**config.mk**
```make
export PLATFORM = sky130hd
export DESIGN_NAME = adc_core
export DESIGN_NICKNAME = d
export VERILOG_FILES = /design/src/adc_pkg.sv /design/src/adc_dec_if.sv /design/src/adc_core.sv /design/src/adc_decode.sv
export SDC_FILE = /design/constraint.sdc
export NUM_CORES = 1
export LEC_CHECK = 0
export BUFFER_PORTS_ARGS = -buffer_cell sky130_fd_sc_hd__buf_2
export CORE_ASPECT_RATIO = 0.9
export CORE_MARGIN = 4
export CORE_UTILIZATION = 49
export DETAILED_ROUTE_END_ITERATION = 10
export GPL_TIMING_DRIVEN = 0
export PLACE_DENSITY = 0.9
export SLEW_MARGIN = 10
export SYNTH_ARGS = -nofsm -noshare
export SYNTH_HDL_FRONTEND = slang
export SYNTH_SLANG_ARGS = --single-unit
```
**constraint.sdc**
```tcl
create_clock -name i_clk -period 2.07 [get_ports i_clk]
set_input_delay 0.3105 -clock i_clk [delete_from_list [all_inputs] [get_ports i_clk]]
set_output_delay 0.3105 -clock i_clk [all_outputs]
set_load 0.01 [all_outputs]
```
**src/adc_pkg.sv**
```systemverilog
`default_nettype none
package adc_pkg;

	// described configuration: latch and buffer page, sram and port windows
	localparam logic [3:0] ADC_LATCH_PAGE = 4'h2;
	localparam logic [3:0] ADC_SRAM_BASE = 4'h5;
	localparam logic [3:0] ADC_IO_BASE = 4'h4;
	// one nibble per 4k eprom block, block 0 in the low nibble
	localparam logic [31:0] ADC_EPROM_MAP = 32'hfedc9876;
	localparam int ADC_EPROM_BLOCKS = 8;

	// paired port registers, offsets from the i/o base
	localparam logic [1:0] ADC_OFS_DIR_A = 2'h0;
	localparam logic [1:0] ADC_OFS_DIR_B = 2'h1;
	localparam logic [1:0] ADC_OFS_DATA_A = 2'h2;
	localparam logic [1:0] ADC_OFS_DATA_B = 2'h3;

	// reset values: all port pins inputs, data cleared
	localparam logic [7:0] ADC_DIR_RST = 8'h00;
	localparam logic [7:0] ADC_DATA_RST = 8'h00;

	// per bit: an output shows its data register, an input shows its pin
	function automatic logic [7:0] adc_port_view(input logic [7:0] dir, input logic [7:0] data,
		input logic [7:0] pins);
		adc_port_view = (dir & data) | (~dir & pins);
	endfunction

endpackage
`default_nettype wire

```
**src/adc_dec_if.sv**
```systemverilog
`timescale 1ns/1ps
`default_nettype none
// signals between the bus core and the address decoder
interface adc_dec_if;
	logic [15:0] addr; // latched low byte plus high byte
	logic stb; // host data strobe, synchronised
	logic rw; // high for read
	logic live; // low while reset holds
	logic [31:0] eprom_map;
	logic [3:0] sram_base;
	logic [3:0] io_base;
	logic [3:0] latch_page;
	logic [7:0] eprom_sel;
	logic sram_sel;
	logic io_sel;
	logic io_page;
	logic latch_wr_n;
	logic buf_rd_n;
	modport core (output addr, stb, rw, live, eprom_map, sram_base, io_base, latch_page,
		input eprom_sel, sram_sel, io_sel, io_page, latch_wr_n, buf_rd_n);
	modport dec (input addr, stb, rw, live, eprom_map, sram_base, io_base, latch_page,
		output eprom_sel, sram_sel, io_sel, io_page, latch_wr_n, buf_rd_n);
endinterface
`default_nettype wire

```
**src/adc_core.sv**
```systemverilog
// Notes on behaviour
// - latch multiplexed low address byte internally
// - port C bit two is a decoder logic input
// - port C bit one drives decoded interrupt request
// - port A bits individually configurable I/O
// - port B bits zero, one individually I/O
// - latch and buffer selects built from address, strobe, read/write; eprom and sram selects from address
// - latch select only on writes to page
// - write latch and read buffer share address
// - each 4K eprom block placed independently
// - program blocks at 6000-9FFF and C000-FFFF
// - sram window placed by configurable base
// - port registers paired at I/O base offsets
// - one 16-bit access reaches both ports
// - latch page 0010, read/write splits selects
// - reset and latch-enable polarity are options
`timescale 1ns/1ps
`default_nettype none
module adc_core
	import adc_pkg::*;
(
	input wire logic i_clk,
	input wire logic i_rstn,
	input wire logic i_host_reset,
	input wire logic i_reset_active_high,
	input wire logic i_ale_active_high,
	input wire logic i_ale,
	input wire logic i_host_data_strobe,
	input wire logic i_rw,
	input wire logic [7:0] i_addr_hi,
	input wire logic [7:0] i_ad,
	output logic [7:0] o_ad,
	output logic o_ad_oe,
	input wire logic [31:0] i_eprom_map,
	input wire logic [3:0] i_sram_base,
	input wire logic [3:0] i_io_base,
	input wire logic [3:0] i_latch_page,
	input wire logic [7:0] i_port_a,
	output logic [7:0] o_port_a,
	output logic [7:0] o_port_a_oe,
	input wire logic i_port_b_bit_zero,
	output logic o_port_b_bit_zero,
	output logic o_port_b_bit_zero_oe,
	input wire logic i_port_b_bit_one,
	output logic o_port_b_bit_one,
	output logic o_port_b_bit_one_oe,
	input wire logic i_port_c_bit_two_input,
	input wire logic i_irq_invert,
	output logic o_port_c_bit_one_select,
	output logic o_latch_write_select_n,
	output logic o_buffer_read_select_n,
	output logic [7:0] o_eprom_block_sel,
	output logic o_program_segment_upper,
	output logic o_program_segment_lower,
	output logic o_sram_sel
);

	// pin bundle: reset, ale, strobe, rw, high address, ad, port a, port b, port c logic input
	localparam int PW = 32;
	logic [PW-1:0] pins_raw; // raw pin levels
	logic [PW-1:0] sync1_r; // first stage, read only by the second
	logic [PW-1:0] sync2_r; // second stage, safe to use
	logic host_rst_s, ale_s, stb_s, rw_s, bz_s, bo_s, key_s;
	logic chip_up_r; // low until the first edge after the chip reset, whatever the pin polarity
	logic [7:0] addr_hi_s, ad_s, pa_s;

	// state: latched address byte, port registers, read data
	logic [7:0] addr_lo_r, addr_lo_nxt;
	logic [7:0] dir_a_r, dir_a_nxt;
	logic [7:0] data_a_r, data_a_nxt;
	logic [1:0] dir_b_r, dir_b_nxt; // only bits zero and one exist on port b
	logic [1:0] data_b_r, data_b_nxt;
	logic [7:0] ad_r, ad_nxt;
	logic live; // high when neither reset is active
	logic ale_act; // latch enable after polarity option
	logic io_wr; // host write into the port window
	logic [7:0] pb_view;

	adc_dec_if dbus ();

	assign pins_raw = {i_host_reset, i_ale, i_host_data_strobe, i_rw, i_addr_hi, i_ad, i_port_a,
		i_port_b_bit_zero, i_port_b_bit_one, i_port_c_bit_two_input, 1'b0};

	// two-stage synchroniser on every pin the host or the outside world drives
	always_ff @(posedge i_clk or negedge i_rstn)
	begin
		if (!i_rstn)
		begin
			sync1_r <= '0;
			sync2_r <= '0;
			chip_up_r <= 1'b0;
		end
		else
		begin
			sync1_r <= pins_raw;
			sync2_r <= sync1_r;
			chip_up_r <= 1'b1;
		end
	end

	assign {host_rst_s, ale_s, stb_s, rw_s, addr_hi_s, ad_s, pa_s, bz_s, bo_s, key_s} = sync2_r[PW-1:1];

	// polarity options for the host reset pin and the latch enable
	// chip reset zeroes the synchronisers, which an active-high pin option would read as running
	assign live = chip_up_r && (i_reset_active_high ? !host_rst_s : host_rst_s);
	assign ale_act = i_ale_active_high ? ale_s : !ale_s;

	// decoder hookup; config comes straight from the configuration ports
	assign dbus.addr = {addr_hi_s, addr_lo_r};
	assign dbus.stb = stb_s;
	assign dbus.rw = rw_s;
	assign dbus.live = live;
	assign dbus.eprom_map = i_eprom_map;
	assign dbus.sram_base = i_sram_base;
	assign dbus.io_base = i_io_base;
	assign dbus.latch_page = i_latch_page;

	adc_decode u_decode (
		.bus(dbus.dec)
	);

	assign io_wr = dbus.io_sel && !rw_s;
	assign pb_view = adc_port_view({6'h00, dir_b_r}, {6'h00, data_b_r}, {6'h00, bz_s, bo_s});

	// next values of address latch, port registers and read data
	always_comb
	begin
		addr_lo_nxt = addr_lo_r;
		dir_a_nxt = dir_a_r;
		data_a_nxt = data_a_r;
		dir_b_nxt = dir_b_r;
		data_b_nxt = data_b_r;
		ad_nxt = ad_r;
		if (!live)
		begin
			// host reset pin clears like the power-on reset
			addr_lo_nxt = 8'h00;
			dir_a_nxt = ADC_DIR_RST;
			data_a_nxt = ADC_DATA_RST;
			dir_b_nxt = ADC_DIR_RST[1:0];
			data_b_nxt = ADC_DATA_RST[1:0];
			ad_nxt = 8'h00;
		end
		else
		begin
			// transparent while enabled, holds once the enable drops
			if (ale_act)
			begin
				addr_lo_nxt = ad_s;
			end
			// strobe is a level, so a write repeats harmlessly while it stays high
			if (io_wr)
			begin
				unique case (addr_lo_r[1:0])
					ADC_OFS_DIR_A: dir_a_nxt = ad_s;
					ADC_OFS_DIR_B: dir_b_nxt = ad_s[1:0];
					ADC_OFS_DATA_A: data_a_nxt = ad_s;
					ADC_OFS_DATA_B: data_b_nxt = ad_s[1:0];
				endcase
			end
			// direction pair then data pair, so one 16-bit access spans a and b
			unique case (addr_lo_r[1:0])
				ADC_OFS_DIR_A: ad_nxt = dir_a_r;
				ADC_OFS_DIR_B: ad_nxt = {6'h00, dir_b_r};
				ADC_OFS_DATA_A: ad_nxt = adc_port_view(dir_a_r, data_a_r, pa_s);
				ADC_OFS_DATA_B: ad_nxt = pb_view;
			endcase
		end
	end

	// register the state; only constants under the asynchronous reset
	always_ff @(posedge i_clk or negedge i_rstn)
	begin
		if (!i_rstn)
		begin
			addr_lo_r <= 8'h00;
			dir_a_r <= ADC_DIR_RST;
			data_a_r <= ADC_DATA_RST;
			dir_b_r <= ADC_DIR_RST[1:0];
			data_b_r <= ADC_DATA_RST[1:0];
			ad_r <= 8'h00;
		end
		else
		begin
			addr_lo_r <= addr_lo_nxt;
			dir_a_r <= dir_a_nxt;
			data_a_r <= data_a_nxt;
			dir_b_r <= dir_b_nxt;
			data_b_r <= data_b_nxt;
			ad_r <= ad_nxt;
		end
	end

	// bus drive only during a host read of the port window
	assign o_ad = ad_r;
	assign o_ad_oe = dbus.io_sel && rw_s;

	// port pins follow their direction bits
	assign o_port_a = data_a_r;
	assign o_port_a_oe = dir_a_r;
	assign o_port_b_bit_zero = data_b_r[1];
	assign o_port_b_bit_zero_oe = dir_b_r[1];
	assign o_port_b_bit_one = data_b_r[0];
	assign o_port_b_bit_one_oe = dir_b_r[0];

	// the port c input is a logic term; inversion suits an active-high key-ready into an active-low irq
	assign o_port_c_bit_one_select = live ? (key_s ^ i_irq_invert) : 1'b1;

	// decoder outputs, combinational so they track the strobe closely
	assign o_latch_write_select_n = dbus.latch_wr_n;
	assign o_buffer_read_select_n = dbus.buf_rd_n;
	assign o_eprom_block_sel = dbus.eprom_sel;
	assign o_program_segment_lower = |dbus.eprom_sel[3:0];
	assign o_program_segment_upper = |dbus.eprom_sel[7:4];
	assign o_sram_sel = dbus.sram_sel;
endmodule
`default_nettype wire

```
**src/adc_decode.sv**
```systemverilog
`timescale 1ns/1ps
`default_nettype none
module adc_decode
	import adc_pkg::*;
(
	adc_dec_if.dec bus
);

	// pure decode of the latched address, strobe and read/write level
	always_comb
	begin
		// each 4k block compares its own page nibble, so blocks may scatter
		for (int k = 0; k < ADC_EPROM_BLOCKS; k++)
		begin
			bus.eprom_sel[k] = bus.live && (bus.addr[15:12] == bus.eprom_map[k*4 +: 4]);
		end
		bus.sram_sel = bus.live && (bus.addr[15:12] == bus.sram_base);
		bus.io_page = bus.live && (bus.addr[15:12] == bus.io_base);
		bus.io_sel = bus.io_page && bus.stb;
		// same page, split by direction: writes go to the latch, reads to the buffer
		bus.latch_wr_n = !(bus.live && bus.stb && !bus.rw && bus.addr[15:12] == bus.latch_page);
		bus.buf_rd_n = !(bus.live && bus.stb && bus.rw && bus.addr[15:12] == bus.latch_page);
	end

endmodule
`default_nettype wire

```
==> qor.yml, run 1 <==
violations: "negative setup slack"
cp_data_required_time_ns: 1.76
cp_num_buf_inv: 2
startpoint_type: "register"
grt_pass1_wl_um: 12500
p_leak_nw: 2.33
start_util: 0.510
cts_root_buf: "clkbuf_8"
synthFlopType: "dfrtp_1"
wire_per_inst_um: 16.1
syn_inst: 270
min_from: "i_addr_hi[6]"
first_iter_violations: 137
grt_overflow: 0
ys.warnings.count: 0
ys_seq_elements: 85
synthArstFlopShare: 1.00
skew_ns: 0.00869
hold_ws_ns: 0.0622
cpLargestDelayFamily: "simple AND/OR/NAND/NOR gates"
grt_start_max_net_pins: 60
route.detailed.drc: 0
wl_um: 8280
status: "complete, but fails checks"
cts_max_level: 3
dr.pass1.iters: 5
power_density_nw_per_um2: 745
cp_cell_sequence: "buf_6, xnor2_1, nand4_1, nor2_2, or4_1, buf_2"
maxCapViolations: 0
portBuffers: 118
relSlewSlack: 0.664
cp_max_fo: 5
max_freq_mhz: 453
power_w: 0.00342
synth_top_area_frac: 0.627
cp_slowest_cell: "or4_1"
clock_sinks: 85
rows: 28
end_kind: "primary output"
die-area_um2: 8330
tns_ns: -0.452
dp_hpwl_um: 5690
synth.avg_cell_area_um2: 12.6
min_period_ns: 2.21
diodes: 0
via_per_inst: 4.96
cts_buffer_depth: 2
setup_viol_count_final: 4
critPathLaunch: "sync2_r[24]$_DFF_PN0_"
die_w_um: 95.7
fill_cells: 484
numCtsBuffers: 9
area_growth_pct: 35.2
synth_edf_count: 0
worst_slack_ns: -0.140
place.gp.congestion: 0.906
ant_nets: 0
vias: 2549
synthesis.area_um2: 3390
final_common_cell: "buf_2"
worst_ir_drop_vdd_uv: 644
r2r_start: "sync2_r[27]$_DFF_PN0_"
antenna_found_initial: 0
drive_above_1_share: 0.415
synth_area_leader_cell: "dfrtp_1"
grt.total_usage: 0.203
dp.cells: 479
max_stage_delay_ns: 0.52
cts.clk_slew.worst_paths_ns: 0.08
fin_cells: 514
ys_seq_area_frac: 0.627
ios: 123
min_period_over_period: 1.07
grt_pass1_vias: 2671
hold_path.class: "in -> reg"
insertion_delay_ns: 0.35
synth.area.top_cells: "dfrtp_1 (63%), xnor2_1 (9.3%), mux2i_1 (6.8%), nand2_1 (3.6%), xor2_1 (2.8%)"
dieHeight_um: 87.0
nNetsFinal: 499
cts_tree: "yes"
worstSetupPathType: "reg -> out"
core_um2: 6660
final_cell_mix: "buf_2 (117), dfrtp_1 (84), xnor2_1 (35)"
worst_slew_pin_slew_ns: 0.504
finalHoldViolCount: 0
rsz0062_at_grt: "yes"
drv_slew: 0
synth_cell_types: 32
synth_fp_nets: 350
crit_arrival_ns: 1.90
-- path summary, 6_finish.rpt --
path	end	slack, ns	cells past startpoint
worst max-delay path	o_program_segment_upper	-0.14	6
worst min register to register	sync2_r[12]$_DFF_PN0_	0.35	0
worst max register to register	o_port_a[0]$_DFFE_PN0P_	0.18	8
max in group asynchronous	sync2_r[27]$_DFF_PN0_	1.03	3
min in group asynchronous	o_ad[3]$_DFF_PN0_	0.43	2
worst min-delay path	sync1_r[26]$_DFF_PN0_	0.06	1
-- registers in the layout, indices dropped and copies added (netlist names) --
signal       flops
addr_lo_r        2
o_ad             8
o_port_a_oe      8
sync2_r         27
sync1_r         27
chip_up_r        1
o_port_a         8
data_b_r         2
dir_b_r          2
-- synth_stat cells, types with 2 or more instances --
cell      instances
buf_6             6
dfrtp_1          85
or4_1             2
xnor2_1          36
mux2i_1          23
nor2_1           14
nand2_1          33
clkbuf_1          3
inv_1             4
o21ai_0           5
buf_2             2
nand4_1          10
a21oi_1          12
nor3_1            2
xor2_1           11
nand3b_1          6
-- final cells by class --
cell class	count	area, µm²	area share
sequential	85	2130	0.464
inverter	4	15.0	0.00327
clock inverter	6	95.1	0.0207
timing repair buffer	138	779	0.170
multi-input combinational	168	1200	0.261
clock buffer	10	138	0.0300
buffer	13	121	0.0264
tap	90	113	0.0245
-- where the power goes --
group	switching, W	total, W	leakage (nW)	internal, W
clock network	0.000570	0.00129	0.111	0.000722
logic	0.000197	0.000385	1.16	0.000188
registers	0.0000242	0.00174	1.06	0.00172
total	0.000791	0.00342	2.33	0.00263
-- metal layers --
layer  up-vias  track usage  wire [µm]
met3        27       0.0562        502
met5         -            0          0
met4         0       0.0930        276
met1      1226        0.240       3150
li1       1190            -          -
met2       106        0.342       4350
-- kinds of logic after synthesis --
logic type,synth area share
simple gates,0.117
compound gates,0.0321
buf+inv,0.0343
flops,0.627
other cells,0.00110
mux,0.0678
xor+xnor,0.121
-- timing repair --
action / 4_1_cts / 5_1_grt
gates resized for setup: 8 / 19
buffers inserted: 12 / 4
setup endpoints to repair: 7 / 7
cloned: 1 / 1
pin swaps: 5 / 5
hold endpoints to repair: 26 / 0
hold buffers: 1 / 0
-- per-stage QoR --
stage          utilization  setup WS [ns]  area (µm²)
3_5_place_dp         0.620         0.0904        4130
3_3_place_gp         0.616         0.0753        4100
2_1_floorplan            -          0.365        3390
6_report             0.689         -0.140        4590
5_1_grt              0.689         -0.199        4590
4_1_cts              0.675         -0.147        4490
Note: power is estimated with default switching activity, not from simulation.
==> inputs of run 2 (changes only) <==
--- a/config.mk
+++ b/config.mk
@@ -12,7 +12,7 @@
 export DETAILED_ROUTE_END_ITERATION = 10
 export GPL_TIMING_DRIVEN = 0
 export PLACE_DENSITY = 0.9
-export SLEW_MARGIN = 10
+export SKIP_CTS_REPAIR_TIMING = 1
 export SYNTH_ARGS = -nofsm -noshare
 export SYNTH_HDL_FRONTEND = slang
 export SYNTH_SLANG_ARGS = --single-unit
==> qor.yml, run 2 (same netlist as run 1, synthesis figures left out) <==
vias: 2466  # was 2549
end_kind: "primary output"  # unchanged
antenna_found_initial: 0  # unchanged
die-area_um2: 8330  # unchanged
insertion_delay_ns: 0.34  # was 0.35 ns
worstSetupPathType: "reg -> out"  # unchanged
fill_cells: 529  # was 484
diodes: 0  # unchanged
crit_arrival_ns: 1.90  # about the same
postPlaceCellArea_um2: 4130  # unchanged
drv_slew: 0  # unchanged
setup_viol_count_final: 4  # unchanged
drive_above_1_share: 0.379  # was 0.415
first_iter_violations: 140  # was 137
cts_root_buf: "clkbuf_8"  # unchanged
rsz0062_at_grt: "yes"  # unchanged
area_growth_pct: 29.7  # was 35.2%
cts.clk_slew.worst_paths_ns: 0.08  # about the same
wire_per_inst_um: 15.5  # was 16.1 µm
violations: "negative setup slack"  # unchanged
clock_sinks: 85  # unchanged
core_um2: 6660  # unchanged
grt.total_usage: 0.199  # was 0.203
reg2reg_depth: 5  # was 8
numCtsBuffers: 9  # unchanged
route.detailed.drc: 0  # unchanged
dr.pass1.iters: 4  # was 5
cp_slowest_cell: "or4_1"  # unchanged
power_frac_clock: 0.327  # was 0.378
rows: 28  # unchanged
dp_hpwl_um: 5640  # was 5690 µm
power_density_nw_per_um2: 705  # was 745 nW/µm²
place.gp.congestion: 0.906  # unchanged
design_area_um2: 4400  # was 4590 µm²
die_w_um: 95.7  # unchanged
startpoint_type: "register"  # unchanged
dieHeight_um: 87.0  # unchanged
ios: 123  # unchanged
p_int_w: 0.00233  # was 0.00263 W
start_util: 0.510  # unchanged
maxCapViolations: 0  # unchanged
reg2reg_slack_ns: 0.31  # was 0.18 ns
portBuffers: 118  # unchanged
finalHoldViolCount: 0  # unchanged
min_period_ns: 2.21  # about the same
cts_buffer_depth: 2  # unchanged
skew_ns: 0.00778  # was 0.00869 ns
reg_top3: "sync1_r x27, sync2_r x27"  # unchanged
path_depth: 6  # unchanged
min_path_cells: 1  # unchanged
min_period_over_period: 1.07  # about the same
seqPwrFrac: 0.560  # was 0.509
grt_pass1_vias: 2590  # was 2671
final_cell_mix: "buf_2 (118), dfrtp_1 (85), xnor2_1 (35)"  # was buf_2 (117), dfrtp_1 (84), xnor2_1 (35)
regArea_um2: 2130  # about the same
via_per_inst: 4.91  # was 4.96
final_common_cell: "buf_2"  # unchanged
hold_path.class: "in -> reg"  # unchanged
cts_tree: "yes"  # unchanged
p_switching_w: 0.000774  # was 0.000791 W
nNetsFinal: 487  # was 499
worst_ir_drop_vdd_uv: 514  # was 644 µV
status: "complete, but fails checks"  # unchanged
ant_nets: 0  # unchanged
cts_max_level: 3  # unchanged
fin_cells: 502  # was 514
cp_cell_sequence: "buf_6, xnor2_1, nand4_1, nor2_1, or4_1, buf_2"  # was buf_6, xnor2_1, nand4_1, nor2_2, or4_1, buf_2
pre_cts_ws_ns: 0.101  # was 0.0904 ns
worst_slack_ns: -0.145  # was -0.140 ns
cp_data_required_time_ns: 1.76  # about the same
comb_power_share: 0.113  # about the same
grt_overflow: 0  # unchanged
p_sw_frac: 0.249  # was 0.231
p_leak_nw: 2.24  # was 2.33 nW
multi_input_area_um2: 1170  # was 1200 µm²
cp_num_buf_inv: 2  # unchanged
worst_slew_pin_slew_ns: 0.524  # was 0.504 ns
max_freq_mhz: 452  # was 453 MHz
cpLargestDelayFamily: "simple AND/OR/NAND/NOR gates"  # unchanged
max_stage_delay_ns: 0.49  # was 0.52 ns
grt_start_max_net_pins: 79  # was 60
wl_um: 7780  # was 8280 µm
dp.cells: 479  # unchanged
cp_max_fo: 10  # was 5
relSlewSlack: 0.651  # was 0.664
grt_pass1_wl_um: 12300  # was 12500 µm
## run 2: changes by cell type in the layout (fill, tap and decap cells not counted), sizes merged
cell,before,now
clkinv,1,3
buf,147,135
bufinv,2,0
## run 2: per-stage QoR
stage	hold WS (ns)	total power, W	utilization	setup TNS (ns)
2_1_floorplan	0.0149	0.00193	-	0
3_3_place_gp	0.332	0.00208	0.616	0
3_5_place_dp	0.145	0.00210	0.620	0
4_1_cts	-0.240	0.00312	0.647	-0.809
5_1_grt	0.0345	0.00326	0.662	-0.672
6_report	0.0637	0.00311	0.662	-0.280
## run 2: final timing paths
path / from / to
max in group asynchronous: i_rstn / sync1_r[4]$_DFF_PN0_
worst min-delay path: i_addr_hi[6] / sync1_r[26]$_DFF_PN0_
worst max register to register: addr_lo_r[0]$_DFFE_PN0P_ / o_port_a[0]$_DFFE_PN0P_
worst min register to register: sync1_r[29]$_DFF_PN0_ / sync2_r[29]$_DFF_PN0_
worst max-delay path: sync2_r[24]$_DFF_PN0_ / o_program_segment_upper
min in group asynchronous: i_rstn / o_ad[3]$_DFF_PN0_
## run 2: final cells by class
cell class              instances  share of cell area
flip-flops and latches         85               0.483
multi-input cells             168               0.265
repair buffers                126               0.153
plain buffers                  13              0.0293
clock buffers                  10              0.0290
well taps                      90              0.0256
clock inverters                 6              0.0111
inverters                       4             0.00341
## run 2: layer usage
layer,track usage,up-vias,wire (µm)
met5,0,-,0
met4,0.0801,0,167
met3,0.0501,16,438
met2,0.335,89,4120
met1,0.246,1186,3050
li1,-,1175,-
## run 2: worst register-to-register path, stage by stage, from the launching register on
cell and delay (ns):
dfrtp_1 0.36, buf_2 0.19, nand3b_1 0.40, nand4bb_1 0.35, buf_6 0.19, mux2i_1 0.18
## run 2: power by group through the flow
stage	Sequential, W	Combinational [W]	Clock, W
after floorplan	0.00177	0.000167	0
after global placement	0.00177	0.000310	0
after CTS	0.00174	0.000330	0.00105
after global routing	0.00175	0.000389	0.00112
final	0.00174	0.000352	0.00101
after detailed placement	0.00177	0.000329	0
